`src/logic/pmc_pkg.sv`:
```
// Purpose: Shared constants and types of the power mode and clock prescaler block.
// Assumes: APB with 32-bit data; register index times four gives the byte address.
// Notes:   Register widths are one byte; upper data bits read as zero.
package pmc_pkg;

    // Register indices; byte address is four times the index.
    localparam logic [23:0] PMC_IDX_CLK_RESET_CTRL = 24'hff_fc40;
    localparam logic [23:0] PMC_IDX_SLOW_DIV       = 24'hff_fc44;
    localparam logic [23:0] PMC_IDX_AUX_DIV        = 24'hff_fc46;
    localparam logic [23:0] PMC_IDX_MODE_CTRL      = 24'hff_fc60;
    localparam logic [23:0] PMC_IDX_MODE_STATUS    = 24'hff_fc62;

    // Reset values.
    localparam logic [7:0] PMC_RST_SLOW_DIV   = 8'hb6;
    localparam logic [7:0] PMC_RST_AUX_DIV    = 8'hff;
    localparam logic [7:0] PMC_RST_CLK_RESET  = 8'h26;
    localparam logic [7:0] PMC_RST_MODE_CTRL  = 8'h00;

    // Clock and reset control fields.
    localparam int PMC_CR_SLOW_SEL  = 0;
    localparam int PMC_CR_FAST_MAIN = 1;
    localparam int PMC_CR_PLL_PWD   = 2;
    localparam int PMC_CR_AUX1_EN   = 3;
    localparam int PMC_CR_AUX2_EN   = 4;
    localparam int PMC_CR_POR       = 5;

    // Power mode control fields.
    localparam int PMC_MC_SAVE_REQ  = 0;
    localparam int PMC_MC_IDLE      = 1;
    localparam int PMC_MC_HALT      = 2;
    localparam int PMC_MC_WAIT_BEF  = 3;
    localparam int PMC_MC_OSC_DIS   = 4;
    localparam int PMC_MC_PLL_DIS   = 5;
    localparam int PMC_MC_HW_OSC    = 6;
    localparam int PMC_MC_HW_PLL    = 7;

    // Auxiliary divisor field positions.
    localparam int PMC_AUX1_LSB = 0;
    localparam int PMC_AUX2_LSB = 4;
    localparam int PMC_AUX_W    = 4;

    typedef enum logic [1:0] {
        PMC_ACTIVE,
        PMC_SAVE,
        PMC_IDLE,
        PMC_HALT
    } pmc_mode_t;

    // Clock enables handed to the clock consumers, one cycle per tick.
    typedef struct packed {
        logic osc_on;
        logic pll_on;
        logic sys_tick;
        logic sys_from_pll;
        logic cpu_run;
        logic timer_tick;
        logic slow_tick;
        logic aux1_tick;
        logic aux2_tick;
        logic usb_clk_en;
    } pmc_gates_t;

endpackage : pmc_pkg

```
`src/logic/pmc_top.sv`:
```
// Purpose: Power mode controller with slow-clock and auxiliary-clock prescalers.
// Assumes: clk_in is the Main Clock domain; every derived clock is a one-cycle enable.
// Notes:   Main Clock ticks count only while the oscillator is on and reported stable.
// How it works
// - Slow tick every two times slow divisor plus two Main Clock ticks.
// - Slow divisor register resets to B6h.
// - Two auxiliary prescalers, both divisor fields share one byte register.
// - Auxiliary divisor register resets to FFh.
// - Active: oscillator on, system clock from Main Clock or divided PLL.
// - Reset leaves the device in Active mode.
// - Power Save: system clock is the Slow Clock.
// - Idle: system clock stopped, timer keeps Slow Clock.
// - Halt: system, Main and Slow clocks stopped, oscillator and PLL off.
// - Halt keeps every register value intact.
// - Low-frequency input always sampled; Slow Clock silent in Halt.
// - Oscillator disable only honoured while Slow Clock uses low-frequency source.
// - Auxiliary clocks run in low-power modes only while Main Clock runs.
// - USB from PLL, link/audio from aux one, transcoder/converter aux two.
// - Wake-up events are processed in Idle and Halt.
// - After WAIT the CPU stays stopped until an interrupt arrives.
// - Link controller sleep lets hardware gating stop oscillator and PLL.
// - Hardware gate bits act in Save and Idle while link sleeps.
// - Software disable bits override hardware gating in Save and Idle.
// - Active forces oscillator on and PLL on unless its power-down bit is set, Halt forces them off until a wake-up event restarts the oscillator.
// - PLL power-down bit stops PLL in every mode, oscillator untouched.
// - Slow source select: 0 prescaled Main Clock, 1 low-frequency oscillator.
// - Power-save request starts switch; reads 1 only once the switch is done.
`timescale 1ns/1ps
`default_nettype none

module pmc_top
    import pmc_pkg::*;
(
    input  wire logic        clk_in,
    input  wire logic        reset_in,
    input  wire logic        psel_in,
    input  wire logic        penable_in,
    input  wire logic        pwrite_in,
    input  wire logic [31:0] paddr_in,
    input  wire logic [31:0] pwdata_in,
    output var  logic [31:0] prdata_out,
    output var  logic        pready_out,
    output var  logic        pslverr_out,
    input  wire logic        lfo_clk_in,
    input  wire logic        main_stable_in,
    input  wire logic        pll_stable_in,
    input  wire logic        wakeup_in,
    input  wire logic        cpu_wait_in,
    input  wire logic        cpu_irq_in,
    input  wire logic        link_sleep_in,
    output var  pmc_gates_t  gates_out,
    output var  pmc_mode_t   mode_out
);

    // Synchronisers for inputs from outside the clock domain.
    logic [1:0] lfo_sync_reg;
    logic [1:0] stable_sync_reg;
    logic [1:0] pll_sync_reg;
    logic [1:0] wake_sync_reg;
    logic       lfo_prev_reg;

    logic [7:0] slow_div_reg;
    logic [7:0] aux_div_reg;
    logic [7:0] clk_ctrl_reg;
    logic [7:0] mode_ctrl_reg;
    pmc_mode_t  mode_reg;
    logic       save_pend_reg;
    logic       cpu_wait_reg;
    logic [8:0] slow_cnt_reg;
    logic [3:0] aux1_cnt_reg;
    logic [3:0] aux2_cnt_reg;
    logic       osc_on_reg;
    logic       pll_on_reg;

    logic        main_stable;
    logic        pll_stable;
    logic        wake_evt;
    logic        lfo_tick;
    logic        main_tick;
    logic        slow_pre_tick;
    logic        slow_tick;
    logic        aux1_tick;
    logic        aux2_tick;
    logic        setup;
    logic        wr_en;
    logic        rd_hit;
    logic [23:0] reg_idx;
    logic [7:0]  rd_byte;
    logic [7:0]  wdata;
    logic        osc_want;
    logic        pll_want;
    logic [8:0]  slow_top;
    logic        in_low;

    always_ff @(posedge clk_in)
    begin
        if (reset_in)
        begin
            lfo_sync_reg    <= 2'h0;
            stable_sync_reg <= 2'h0;
            pll_sync_reg    <= 2'h0;
            wake_sync_reg   <= 2'h0;
            lfo_prev_reg    <= 1'b0;
        end
        else
        begin
            lfo_sync_reg    <= {lfo_sync_reg[0], lfo_clk_in};
            stable_sync_reg <= {stable_sync_reg[0], main_stable_in};
            pll_sync_reg    <= {pll_sync_reg[0], pll_stable_in};
            wake_sync_reg   <= {wake_sync_reg[0], wakeup_in};
            lfo_prev_reg    <= lfo_sync_reg[1];
        end
    end

    assign main_stable = stable_sync_reg[1];
    assign pll_stable  = pll_sync_reg[1] & pll_on_reg;
    assign wake_evt    = wake_sync_reg[1];
    assign lfo_tick    = lfo_sync_reg[1] & ~lfo_prev_reg;
    assign main_tick   = osc_on_reg & main_stable;
    assign in_low      = (mode_reg == PMC_SAVE) || (mode_reg == PMC_IDLE);

    // APB decode: one setup cycle, then one access cycle with pready raised.
    assign reg_idx = paddr_in[25:2];
    assign setup   = psel_in & ~penable_in;
    assign wr_en   = psel_in & penable_in & pready_out & pwrite_in & ~pslverr_out;
    assign wdata   = pwdata_in[7:0];
    assign slow_top = {slow_div_reg, 1'b1};

    always_comb
    begin
        rd_hit  = 1'b1;
        rd_byte = 8'h00;
        unique case (reg_idx)
            PMC_IDX_CLK_RESET_CTRL: rd_byte = clk_ctrl_reg;
            PMC_IDX_SLOW_DIV:       rd_byte = slow_div_reg;
            PMC_IDX_AUX_DIV:        rd_byte = aux_div_reg;
            PMC_IDX_MODE_CTRL:
            begin
                rd_byte = mode_ctrl_reg;
                rd_byte[PMC_MC_SAVE_REQ] = (mode_reg == PMC_SAVE);
            end
            PMC_IDX_MODE_STATUS:
                rd_byte = {2'h0, cpu_wait_reg, main_stable, pll_on_reg, osc_on_reg,
                           mode_reg};
            default:                rd_hit  = 1'b0;
        endcase
        if (paddr_in[1:0] != 2'h0 || paddr_in[31:26] != 6'h00)
        begin
            rd_hit = 1'b0;
        end
    end

    always_ff @(posedge clk_in)
    begin
        if (reset_in)
        begin
            pready_out  <= 1'b0;
            pslverr_out <= 1'b0;
            prdata_out  <= 32'h0000_0000;
        end
        else
        begin
            pready_out  <= setup;
            pslverr_out <= setup & ~rd_hit;
            if (setup)
            begin
                prdata_out <= rd_hit ? {24'h00_0000, rd_byte} : 32'h0000_0000;
            end
        end
    end

    // Prescaler divisor registers.
    always_ff @(posedge clk_in)
    begin
        if (reset_in)
        begin
            slow_div_reg <= PMC_RST_SLOW_DIV;
            aux_div_reg  <= PMC_RST_AUX_DIV;
        end
        else if (wr_en)
        begin
            if (reg_idx == PMC_IDX_SLOW_DIV)
            begin
                slow_div_reg <= wdata;
            end
            if (reg_idx == PMC_IDX_AUX_DIV)
            begin
                aux_div_reg <= wdata;
            end
        end
    end

    // Clock and reset control with its guarded bits.
    always_ff @(posedge clk_in)
    begin
        if (reset_in)
        begin
            clk_ctrl_reg <= PMC_RST_CLK_RESET;
        end
        else if (wr_en && reg_idx == PMC_IDX_CLK_RESET_CTRL)
        begin
            clk_ctrl_reg[PMC_CR_SLOW_SEL] <= wdata[PMC_CR_SLOW_SEL];
            clk_ctrl_reg[PMC_CR_AUX1_EN]  <= wdata[PMC_CR_AUX1_EN];
            clk_ctrl_reg[PMC_CR_AUX2_EN]  <= wdata[PMC_CR_AUX2_EN];
            // Power-on flag can only be cleared.
            clk_ctrl_reg[PMC_CR_POR] <= clk_ctrl_reg[PMC_CR_POR] & wdata[PMC_CR_POR];
            // Switching to the PLL needs it powered and settled.
            if (wdata[PMC_CR_FAST_MAIN] || (!clk_ctrl_reg[PMC_CR_PLL_PWD] && pll_stable))
            begin
                clk_ctrl_reg[PMC_CR_FAST_MAIN] <= wdata[PMC_CR_FAST_MAIN];
            end
            // Powering down the PLL needs the system clock on the Main Clock.
            if (!wdata[PMC_CR_PLL_PWD] || clk_ctrl_reg[PMC_CR_FAST_MAIN])
            begin
                clk_ctrl_reg[PMC_CR_PLL_PWD] <= wdata[PMC_CR_PLL_PWD];
            end
        end
    end

    // Mode control register; the mode request bits are consumed by the mode machine.
    always_ff @(posedge clk_in)
    begin
        if (reset_in)
        begin
            mode_ctrl_reg <= PMC_RST_MODE_CTRL;
            save_pend_reg <= 1'b0;
        end
        else
        begin
            if (wr_en && reg_idx == PMC_IDX_MODE_CTRL)
            begin
                mode_ctrl_reg <= wdata;
                save_pend_reg <= wdata[PMC_MC_SAVE_REQ] & (mode_reg == PMC_ACTIVE);
            end
            else if (mode_reg != PMC_ACTIVE || wake_evt)
            begin
                save_pend_reg <= 1'b0;
            end
            if (wake_evt && !(wr_en && reg_idx == PMC_IDX_MODE_CTRL))
            begin
                mode_ctrl_reg[PMC_MC_SAVE_REQ] <= 1'b0;
                mode_ctrl_reg[PMC_MC_IDLE]     <= 1'b0;
                if (mode_reg != PMC_HALT || main_stable)
                begin
                    mode_ctrl_reg[PMC_MC_HALT] <= 1'b0;
                end
            end
        end
    end

    // Power mode machine.
    always_ff @(posedge clk_in)
    begin
        if (reset_in)
        begin
            mode_reg <= PMC_ACTIVE;
        end
        else
        begin
            unique case (mode_reg)
                PMC_ACTIVE:
                begin
                    if (cpu_wait_in && mode_ctrl_reg[PMC_MC_HALT]
                        && mode_ctrl_reg[PMC_MC_WAIT_BEF])
                    begin
                        mode_reg <= PMC_HALT;
                    end
                    else if (cpu_wait_in && mode_ctrl_reg[PMC_MC_IDLE])
                    begin
                        mode_reg <= PMC_IDLE;
                    end
                    else if (save_pend_reg
                             && (!mode_ctrl_reg[PMC_MC_WAIT_BEF] || cpu_wait_in))
                    begin
                        mode_reg <= PMC_SAVE;
                    end
                end
                PMC_SAVE:
                begin
                    if (wake_evt || (wr_en && reg_idx == PMC_IDX_MODE_CTRL
                                     && !wdata[PMC_MC_SAVE_REQ]))
                    begin
                        mode_reg <= PMC_ACTIVE;
                    end
                end
                PMC_IDLE:
                begin
                    if (wake_evt)
                    begin
                        mode_reg <= PMC_ACTIVE;
                    end
                end
                PMC_HALT:
                begin
                    // Leave once the restarted oscillator has settled, or at once if the halt request bit is clear.
                    if (!mode_ctrl_reg[PMC_MC_HALT] || (wake_evt && main_stable))
                    begin
                        mode_reg <= PMC_ACTIVE;
                    end
                end
            endcase
        end
    end

    // Oscillator and PLL requests from mode, disable bits and hardware gating.
    always_comb
    begin
        osc_want = 1'b1;
        pll_want = 1'b1;
        unique case (mode_reg)
            PMC_ACTIVE:
            begin
                osc_want = 1'b1;
                pll_want = 1'b1;
            end
            PMC_HALT:
            begin
                osc_want = 1'b0;
                pll_want = 1'b0;
            end
            default:
            begin
                // Software disables win over the link controller's gating.
                osc_want = !(mode_ctrl_reg[PMC_MC_OSC_DIS]
                             || (mode_ctrl_reg[PMC_MC_HW_OSC] && link_sleep_in));
                pll_want = !(mode_ctrl_reg[PMC_MC_PLL_DIS]
                             || (mode_ctrl_reg[PMC_MC_HW_PLL] && link_sleep_in));
                // The oscillator may stop only if the Slow Clock has another source.
                if (!clk_ctrl_reg[PMC_CR_SLOW_SEL])
                begin
                    osc_want = 1'b1;
                end
            end
        endcase
    end

    always_ff @(posedge clk_in)
    begin
        if (reset_in)
        begin
            osc_on_reg <= 1'b1;
            pll_on_reg <= 1'b0;
        end
        else
        begin
            osc_on_reg <= osc_want | (mode_reg == PMC_HALT && wake_evt);
            pll_on_reg <= pll_want & ~clk_ctrl_reg[PMC_CR_PLL_PWD];
        end
    end

    // Slow Clock prescaler.
    always_ff @(posedge clk_in)
    begin
        if (reset_in)
        begin
            slow_cnt_reg <= 9'h000;
        end
        else if (main_tick)
        begin
            slow_cnt_reg <= (slow_cnt_reg >= slow_top) ? 9'h000 : slow_cnt_reg + 9'h001;
        end
    end

    assign slow_pre_tick = main_tick && (slow_cnt_reg >= slow_top);
    assign slow_tick = (mode_reg != PMC_HALT)
                       && (clk_ctrl_reg[PMC_CR_SLOW_SEL] ? lfo_tick : slow_pre_tick);

    // Auxiliary prescalers; both stop with the Main Clock.
    always_ff @(posedge clk_in)
    begin
        if (reset_in)
        begin
            aux1_cnt_reg <= 4'h0;
            aux2_cnt_reg <= 4'h0;
        end
        else if (main_tick)
        begin
            aux1_cnt_reg <= aux1_tick ? 4'h0 : aux1_cnt_reg + 4'h1;
            aux2_cnt_reg <= aux2_tick ? 4'h0 : aux2_cnt_reg + 4'h1;
        end
    end

    assign aux1_tick = main_tick
                       && aux1_cnt_reg >= aux_div_reg[PMC_AUX1_LSB +: PMC_AUX_W];
    assign aux2_tick = main_tick
                       && aux2_cnt_reg >= aux_div_reg[PMC_AUX2_LSB +: PMC_AUX_W];

    // WAIT holds the CPU until an interrupt; a new WAIT wins over a same-cycle interrupt.
    always_ff @(posedge clk_in)
    begin
        if (reset_in)
        begin
            cpu_wait_reg <= 1'b0;
        end
        else if (cpu_wait_in)
        begin
            cpu_wait_reg <= 1'b1;
        end
        else if (cpu_irq_in)
        begin
            cpu_wait_reg <= 1'b0;
        end
    end

    // Registered clock enables toward the consumers; registers persist in every mode.
    always_ff @(posedge clk_in)
    begin
        if (reset_in)
        begin
            gates_out <= '0;
            mode_out  <= PMC_ACTIVE;
        end
        else
        begin
            mode_out             <= mode_reg;
            gates_out.osc_on     <= osc_on_reg;
            gates_out.pll_on     <= pll_on_reg;
            gates_out.slow_tick  <= slow_tick;
            gates_out.timer_tick <= slow_tick;
            gates_out.sys_from_pll <= (mode_reg == PMC_ACTIVE)
                                      && !clk_ctrl_reg[PMC_CR_FAST_MAIN];
            unique case (mode_reg)
                PMC_ACTIVE: gates_out.sys_tick <= clk_ctrl_reg[PMC_CR_FAST_MAIN]
                                                  ? main_tick : pll_stable;
                PMC_SAVE:   gates_out.sys_tick <= slow_tick;
                PMC_IDLE:   gates_out.sys_tick <= 1'b0;
                PMC_HALT:   gates_out.sys_tick <= 1'b0;
            endcase
            gates_out.cpu_run <= !cpu_wait_reg
                                 && (mode_reg == PMC_ACTIVE || mode_reg == PMC_SAVE);
            // Auxiliary clocks keep running in Save and Idle while the Main Clock does.
            gates_out.aux1_tick <= aux1_tick && clk_ctrl_reg[PMC_CR_AUX1_EN]
                                   && (mode_reg != PMC_HALT);
            // The converter on this clock is starved in Halt and disabled while its enable bit is clear.
            gates_out.aux2_tick <= aux2_tick && clk_ctrl_reg[PMC_CR_AUX2_EN]
                                   && (mode_reg != PMC_HALT);
            gates_out.usb_clk_en <= pll_stable && (mode_reg != PMC_HALT);
        end
    end

    logic unused_in_low;
    assign unused_in_low = in_low;

endmodule : pmc_top

`default_nettype wire
```
`config.mk`:
```
export PLATFORM = sky130hd
export DESIGN_NAME = pmc_top
export DESIGN_NICKNAME = d
export VERILOG_FILES = /design/src/logic/pmc_pkg.sv /design/src/logic/pmc_top.sv
export SDC_FILE = /design/constraint.sdc
export NUM_CORES = 1
export LEC_CHECK = 0
export ABC_AREA = 1
export BUFFER_PORTS_ARGS = -buffer_cell sky130_fd_sc_hd__clkbuf_2
export CAP_MARGIN = 20
export CELL_PAD_IN_SITES_DETAIL_PLACEMENT = 0
export CELL_PAD_IN_SITES_GLOBAL_PLACEMENT = 2
export CORE_ASPECT_RATIO = 0.9
export CORE_MARGIN = 4
export CORE_UTILIZATION = 31
export DETAILED_ROUTE_END_ITERATION = 12
export PLACE_DENSITY = 0.92
export SYNTH_ARGS = -nofsm -noshare
export SYNTH_HDL_FRONTEND = slang
export SYNTH_SLANG_ARGS = --single-unit
export TNS_END_PERCENT = 1
```
`constraint.sdc`:
```
create_clock -name clk_in -period 3.4 [get_ports clk_in]
set_input_delay 0.68 -clock clk_in [delete_from_list [all_inputs] [get_ports clk_in]]
set_output_delay 0.68 -clock clk_in [all_outputs]
set_load 0.02 [all_outputs]
```
==> Word-level counts from Yosys, hierarchy flattened <==
Cells that the tools add are included.
{ "totals": {"wordCells": 157, "out_inout_bits": 46, "regBits": 107} }
{ "op_classes": {"eq_ne": 13, "add_sub_neg": 3, "bitwise_logic": 18, "reduce_logical": 59, "order_cmp": 3, "mux": 27} }
{ "ops": {"columns": ["op", "count"], "rows": [
  ["== test 24 bit, second input constant", 5],
  ["one-hot mux 8 bit (5 select lines)", 1],
  ["logical AND 1 bit", 24],
  ["bitwise AND 1 bit", 12],
  ["2-to-1 mux 2 bit", 6],
  ["logical OR 1 bit", 11],
  ["logical NOT 1 bit", 10],
  ["2-to-1 mux 1 bit", 10],
  ["adder 9 x 1 -> 9 bit, second input constant", 1],
  [">= comparator 9 bit", 1],
  ["2-to-1 mux 9 bit", 1],
  ["adder 4 x 1 -> 4 bit, second input constant", 2],
  [">= comparator 4 bit", 2],
  ["2-to-1 mux 4 bit", 2],
  ["2-to-1 mux 8 bit", 1],
  ["one-hot mux 2 bit (4 select lines)", 1],
  ["AND reduction 2 bit", 4],
  ["nonzero test 2 bit", 4],
  ["2-to-1 mux 3 bit", 2],
  ["!= test 2 bit, second input constant", 3],
  ["nonzero test 6 bit", 1],
  ["inverter 1 bit", 5],
  ["OR reduction 5 bit", 1],
  ["== test 2 bit, second input constant", 2],
  ["other kinds (9)", 11]
]} }

==> Logic depth before layout (Yosys ltp) <==
{ "depth": {"word_depth": 9, "depth_mapped": 12, "mapped_depth_nobuf": 12} }

==> Worst setup path before layout <==
OpenSTA, ideal clock, no wires.
{ "synth_path": {"kind": "input-to-reg", "from": "in paddr_in[10]", "to": "reg clk_ctrl_reg[2]", "path_stages": 10, "required_ps": 3272, "arrival_ps": 1675, "n_path_buf": 2, "setup_slack_ps": 1597, "path_cell_list": "inv_1 nand2_1 nor2_1 nand2_1 nor2_4 buf_6 nand3_1 buf_2 o22ai_1 nand2_1"} }
{ "synth_between": {"elab_chain_len": 3} }
{ "synth_rtl": {"columns": ["item", "line", "source"], "rows": [
  ["start, declared", "pmc_top.sv:39", "input wire logic [31:0] paddr_in,"],
  ["== test 24 bit", "pmc_top.sv:200", "else if (wr_en && reg_idx == PMC_IDX_CLK_RESET_CTRL)"],
  ["logical AND 1 bit", "pmc_top.sv:200", null],
  ["AND reduction 2 bit (no source line)", null, null],
  ["end signal, assigned by index", "pmc_top.sv:202", "clk_ctrl_reg[PMC_CR_SLOW_SEL] <= wdata[PMC_CR_SLOW_SEL];"],
  ["end signal, assigned by index", "pmc_top.sv:203", "clk_ctrl_reg[PMC_CR_AUX1_EN] <= wdata[PMC_CR_AUX1_EN];"],
  ["end signal, assigned by index", "pmc_top.sv:204", "clk_ctrl_reg[PMC_CR_AUX2_EN] <= wdata[PMC_CR_AUX2_EN];"],
  ["end, declared", "pmc_top.sv:64", "logic [7:0] clk_ctrl_reg;"]
]} }
Every way passes these cells.
A chain may end at the register's enable or synchronous reset.

==> Final worst setup path <==
{ "layout_path": {"from": "in pwrite_in", "to": "reg clk_ctrl_reg[1]"} }
{ "layout_between": {"elab_chain_len": 4} }
{ "layout_rtl": {"columns": ["item", "line", "source"], "rows": [
  ["start, declared", "pmc_top.sv:38", "input wire logic pwrite_in,"],
  ["bitwise AND 1 bit (2 in series)", "pmc_top.sv:125", "assign wr_en = psel_in & penable_in & pready_out & pwrite_in & ~pslverr_out;"],
  ["logical AND 1 bit", "pmc_top.sv:200", null],
  ["AND reduction 2 bit (no source line)", null, null]
]} }
Every way passes these cells.

==> out/qor.csv <==
stage,metric,value,unit
status,status,completed,
logic_synthesis,synth.largest_area_cell,dfxtp_1,
clocking,htreeDepth,3,
grt,grt.overflow.total,0,
logic_synthesis,avgSynthCellArea,7.511,µm²
worst_setup_path,critPathArrivalTime,2.36,ns
logic_synthesis,ys_seq_area_frac,0.3749,
timing,min_period,2.160,ns
logic_synthesis,synthArstFlopShare,0,
grt,grt_use_total,0.1437,
logic_synthesis,ys_warn_count,0,
clocking,cts.reportedPaths.clkPinSlew,0.07,ns
logic_synthesis,synth_flop_cell,dfxtp_1,
final_layout,finalInstanceArea,0.005081,mm²
worst_setup_path,rrSetupSlack,1.33,ns
worst_setup_path,cp-end-kind,flip-flop,
logic_synthesis,synth_mux_area_frac,0,
logic_synthesis,synth_top_area_frac,0.3749,
clocking,clockBufferDepth,2,
detailed_routing,vias,3858,
place,port_buffers,73,
logic_synthesis,yosys-top-cells-count,"nand2_1, dfxtp_1, nor2_1",
power_and_ir_drop,peakVddDrop,0.2288,mV
final_layout,drive_gt1_frac,0.1933,
place,detailed_place_hpwl,9045,µm
logic_synthesis,synth_top_family_by_area,simple AND/OR/NAND/NOR gates,
worst_setup_path,rr_worst_depth,7,
detailed_routing,wl_per_cell,13.43,µm
final_layout,instances_no_fill,846,
timing,slew_headroom,0.5756,
timing,rsz0062_at_grt,false,
worst_setup_path,crit_fanout,11,
place,placed_area,0.004793,mm²
detailed_routing,first_iter_violations,196,
worst_setup_path,critPathCapture,clk_ctrl_reg[1],
timing,fin_setup_tns,0,ns
place,place_inst,830,
power_and_ir_drop,p_per_area,415.0,mW/mm²
clocking,tritoncts,built,
power_and_ir_drop,leakagePower,2.429,nW
die,die-area,0.01609,mm²
logic_synthesis,synth_edf_count,0,
worst_setup_path,critPathLaunchType,input pin,
die,num_rows,40,
detailed_routing,ant_nets,0,
logic_synthesis,synth_area,0.004379,mm²
die,die_w,133.3,µm
die,die_h,120.8,µm
clocking,postCtsResizedCells,0,
clocking,clkLatencyLatePin,0.34,ns
clocking,cts_hold_buf,0,
detailed_routing,drc,0,
grt,antenna_found_initial,0,
worst_setup_path,crit_slowest_cell,nand3_1,
timing,timing.fmax,463.0,MHz
logic_synthesis,yosysUniqueCellTypes,42,
logic_synthesis,netlist_instances,583,
power_and_ir_drop,power,0.002109,W
die,core,0.01361,mm²
worst_setup_path,r2r-start,pready_out,
final_layout,nNetsFinal,751,
logic_synthesis,synth_xor_area_frac,0.01800,
clocking,clockRootBuffer,clkbuf_16,
worst_setup_path,crit_start,pwrite_in,
grt,grt_max_degree,33,
logic_synthesis,synth.area.top_cells,"dfxtp_1, nand2_1, ha_1, nand3_1, nor2_1",
die,io_pins,122,
flow_run,maxCapViolCount,0,
final_layout,fill_cells,1483,
logic_synthesis,synth.most_common_cell,nand2_1,
detailed_routing,dr.pass1.iters,4,
timing,fin_crit_sh,0.6353,
timing,finalSetupViolations,0,
timing,finalHoldViolations,0,
final_layout,fin_util,0.3733,
timing,finalClockSkew,0.005956,ns
worst_setup_path,worstPathRequired,3.60,ns
worst_hold_path,hold_path_class,reg -> reg,
worst_setup_path,r2r_end,clk_ctrl_reg[1],
clocking,cts_num_sinks,82,
final_layout,diodes,0,
timing,slew_violations,0,
worst_setup_path,crit_chain,"clkbuf_2, nand2_1, nor2_1, nand3_2, inv_1, nand3_1, o31ai_1, o211ai_1",
worst_setup_path,cp_slowest_stage_delay,0.41,ns
clocking,post_cts_buffers,0,
timing,worst_slew_pin_slew,0.6359,ns
logic_synthesis,synth_seq_cells,82,
logic_synthesis,synth_simple_gate_area_frac,0.3109,
worst_setup_path,crit_type,in -> reg,
detailed_routing,drt_wl_total,11370,µm
logic_synthesis,synth_adder_area_share,0.06571,
detailed_routing,via_per_inst,4.560,
clocking,cts_buffers,9,
final_layout,areaGrowthSynthToFinish,16.03,%
die,start_util,0.3217,
grt,grt_pass1_wl,18340,µm
logic_synthesis,synth_compound_area_frac,0.1057,
grt,grt_pass1_vias,3628,
place,place_congestion,0.8474,
[area by class of cell]
| class | instances | area, µm² | share of cell area |
|---|---|---|---|
| multi-input cells | 417 | 2281 | 0.4489 |
| clock buffers | 10 | 239.0 | 0.04703 |
| well taps | 189 | 236.5 | 0.04654 |
| repair buffers | 75 | 380.4 | 0.07486 |
| inverters | 67 | 254.0 | 0.04999 |
| clock inverters | 6 | 48.80 | 0.009604 |
| flip-flops and latches | 82 | 1642 | 0.3231 |
[critical path: cells and delay by family]
family | cells | cell delay (ns)
and+or+nand+nor | 4 | 0.82
AOI/OAI and AO/OA | 2 | 0.45
buffers and inverters | 2 | 0.39
[through the flow]
step           hold WS [ns]  setup WS [ns]
6_report             0.4042          1.240
5_1_grt              0.4258          1.099
4_1_cts              0.4091          1.274
3_5_place_dp         0.4017         0.9170
3_3_place_gp         0.3975         0.9089
2_1_floorplan        0.3883          1.597
[kinds of logic after synthesis]
kind of cell	Yosys count
AOI/OAI and AO/OA	76
buffers and inverters	107
and+or+nand+nor	285
other	1
xor gates and xnor gates	9
DFF	82
adders and majority gates	23
[cells in the final DEF, fill, tap and decap left out, types with 14 or more instances in the layout]
cell / count
a21oi_1: 26
clkbuf_2: 73
conb_1: 24
dfxtp_1: 82
ha_1: 23
inv_1: 63
nand2_1: 109
nand3_1: 55
nor2_1: 66
nor3_1: 14
o21ai_0: 18
[report_power, final]
group / internal, W / leakage [nW] / total (W) / switching (W)
Sequential: 0.000978 / 0.665 / 0.000990 / 0.0000122
Clock: 0.000524 / 0.137 / 0.000945 / 0.000421
Combinational: 0.0000527 / 1.63 / 0.000173 / 0.000121
[how the worst min path moves through the flow]
stage,from,endpoint,cells past startpoint
5_1_grt,lfo_sync_reg[0],lfo_sync_reg[1],2
2_1_floorplan,lfo_sync_reg[0],lfo_sync_reg[1],2
4_1_cts,lfo_sync_reg[0],lfo_sync_reg[1],2
3_5_place_dp,lfo_sync_reg[0],lfo_sync_reg[1],2
3_3_place_gp,lfo_sync_reg[0],lfo_sync_reg[1],2
6_report,lfo_sync_reg[0],lfo_sync_reg[1],2
[per-layer routing]
metal  vias to the layer above  GRT usage  routed length (µm)
met5                         -          0                   0
met4                         0    0.03985                  91
met3                         8    0.03245                 781
met2                        91     0.2265                5141
met1                      1762     0.1981                5350
li1                       1997          -                   -
(Power assumes the default switching activity.)
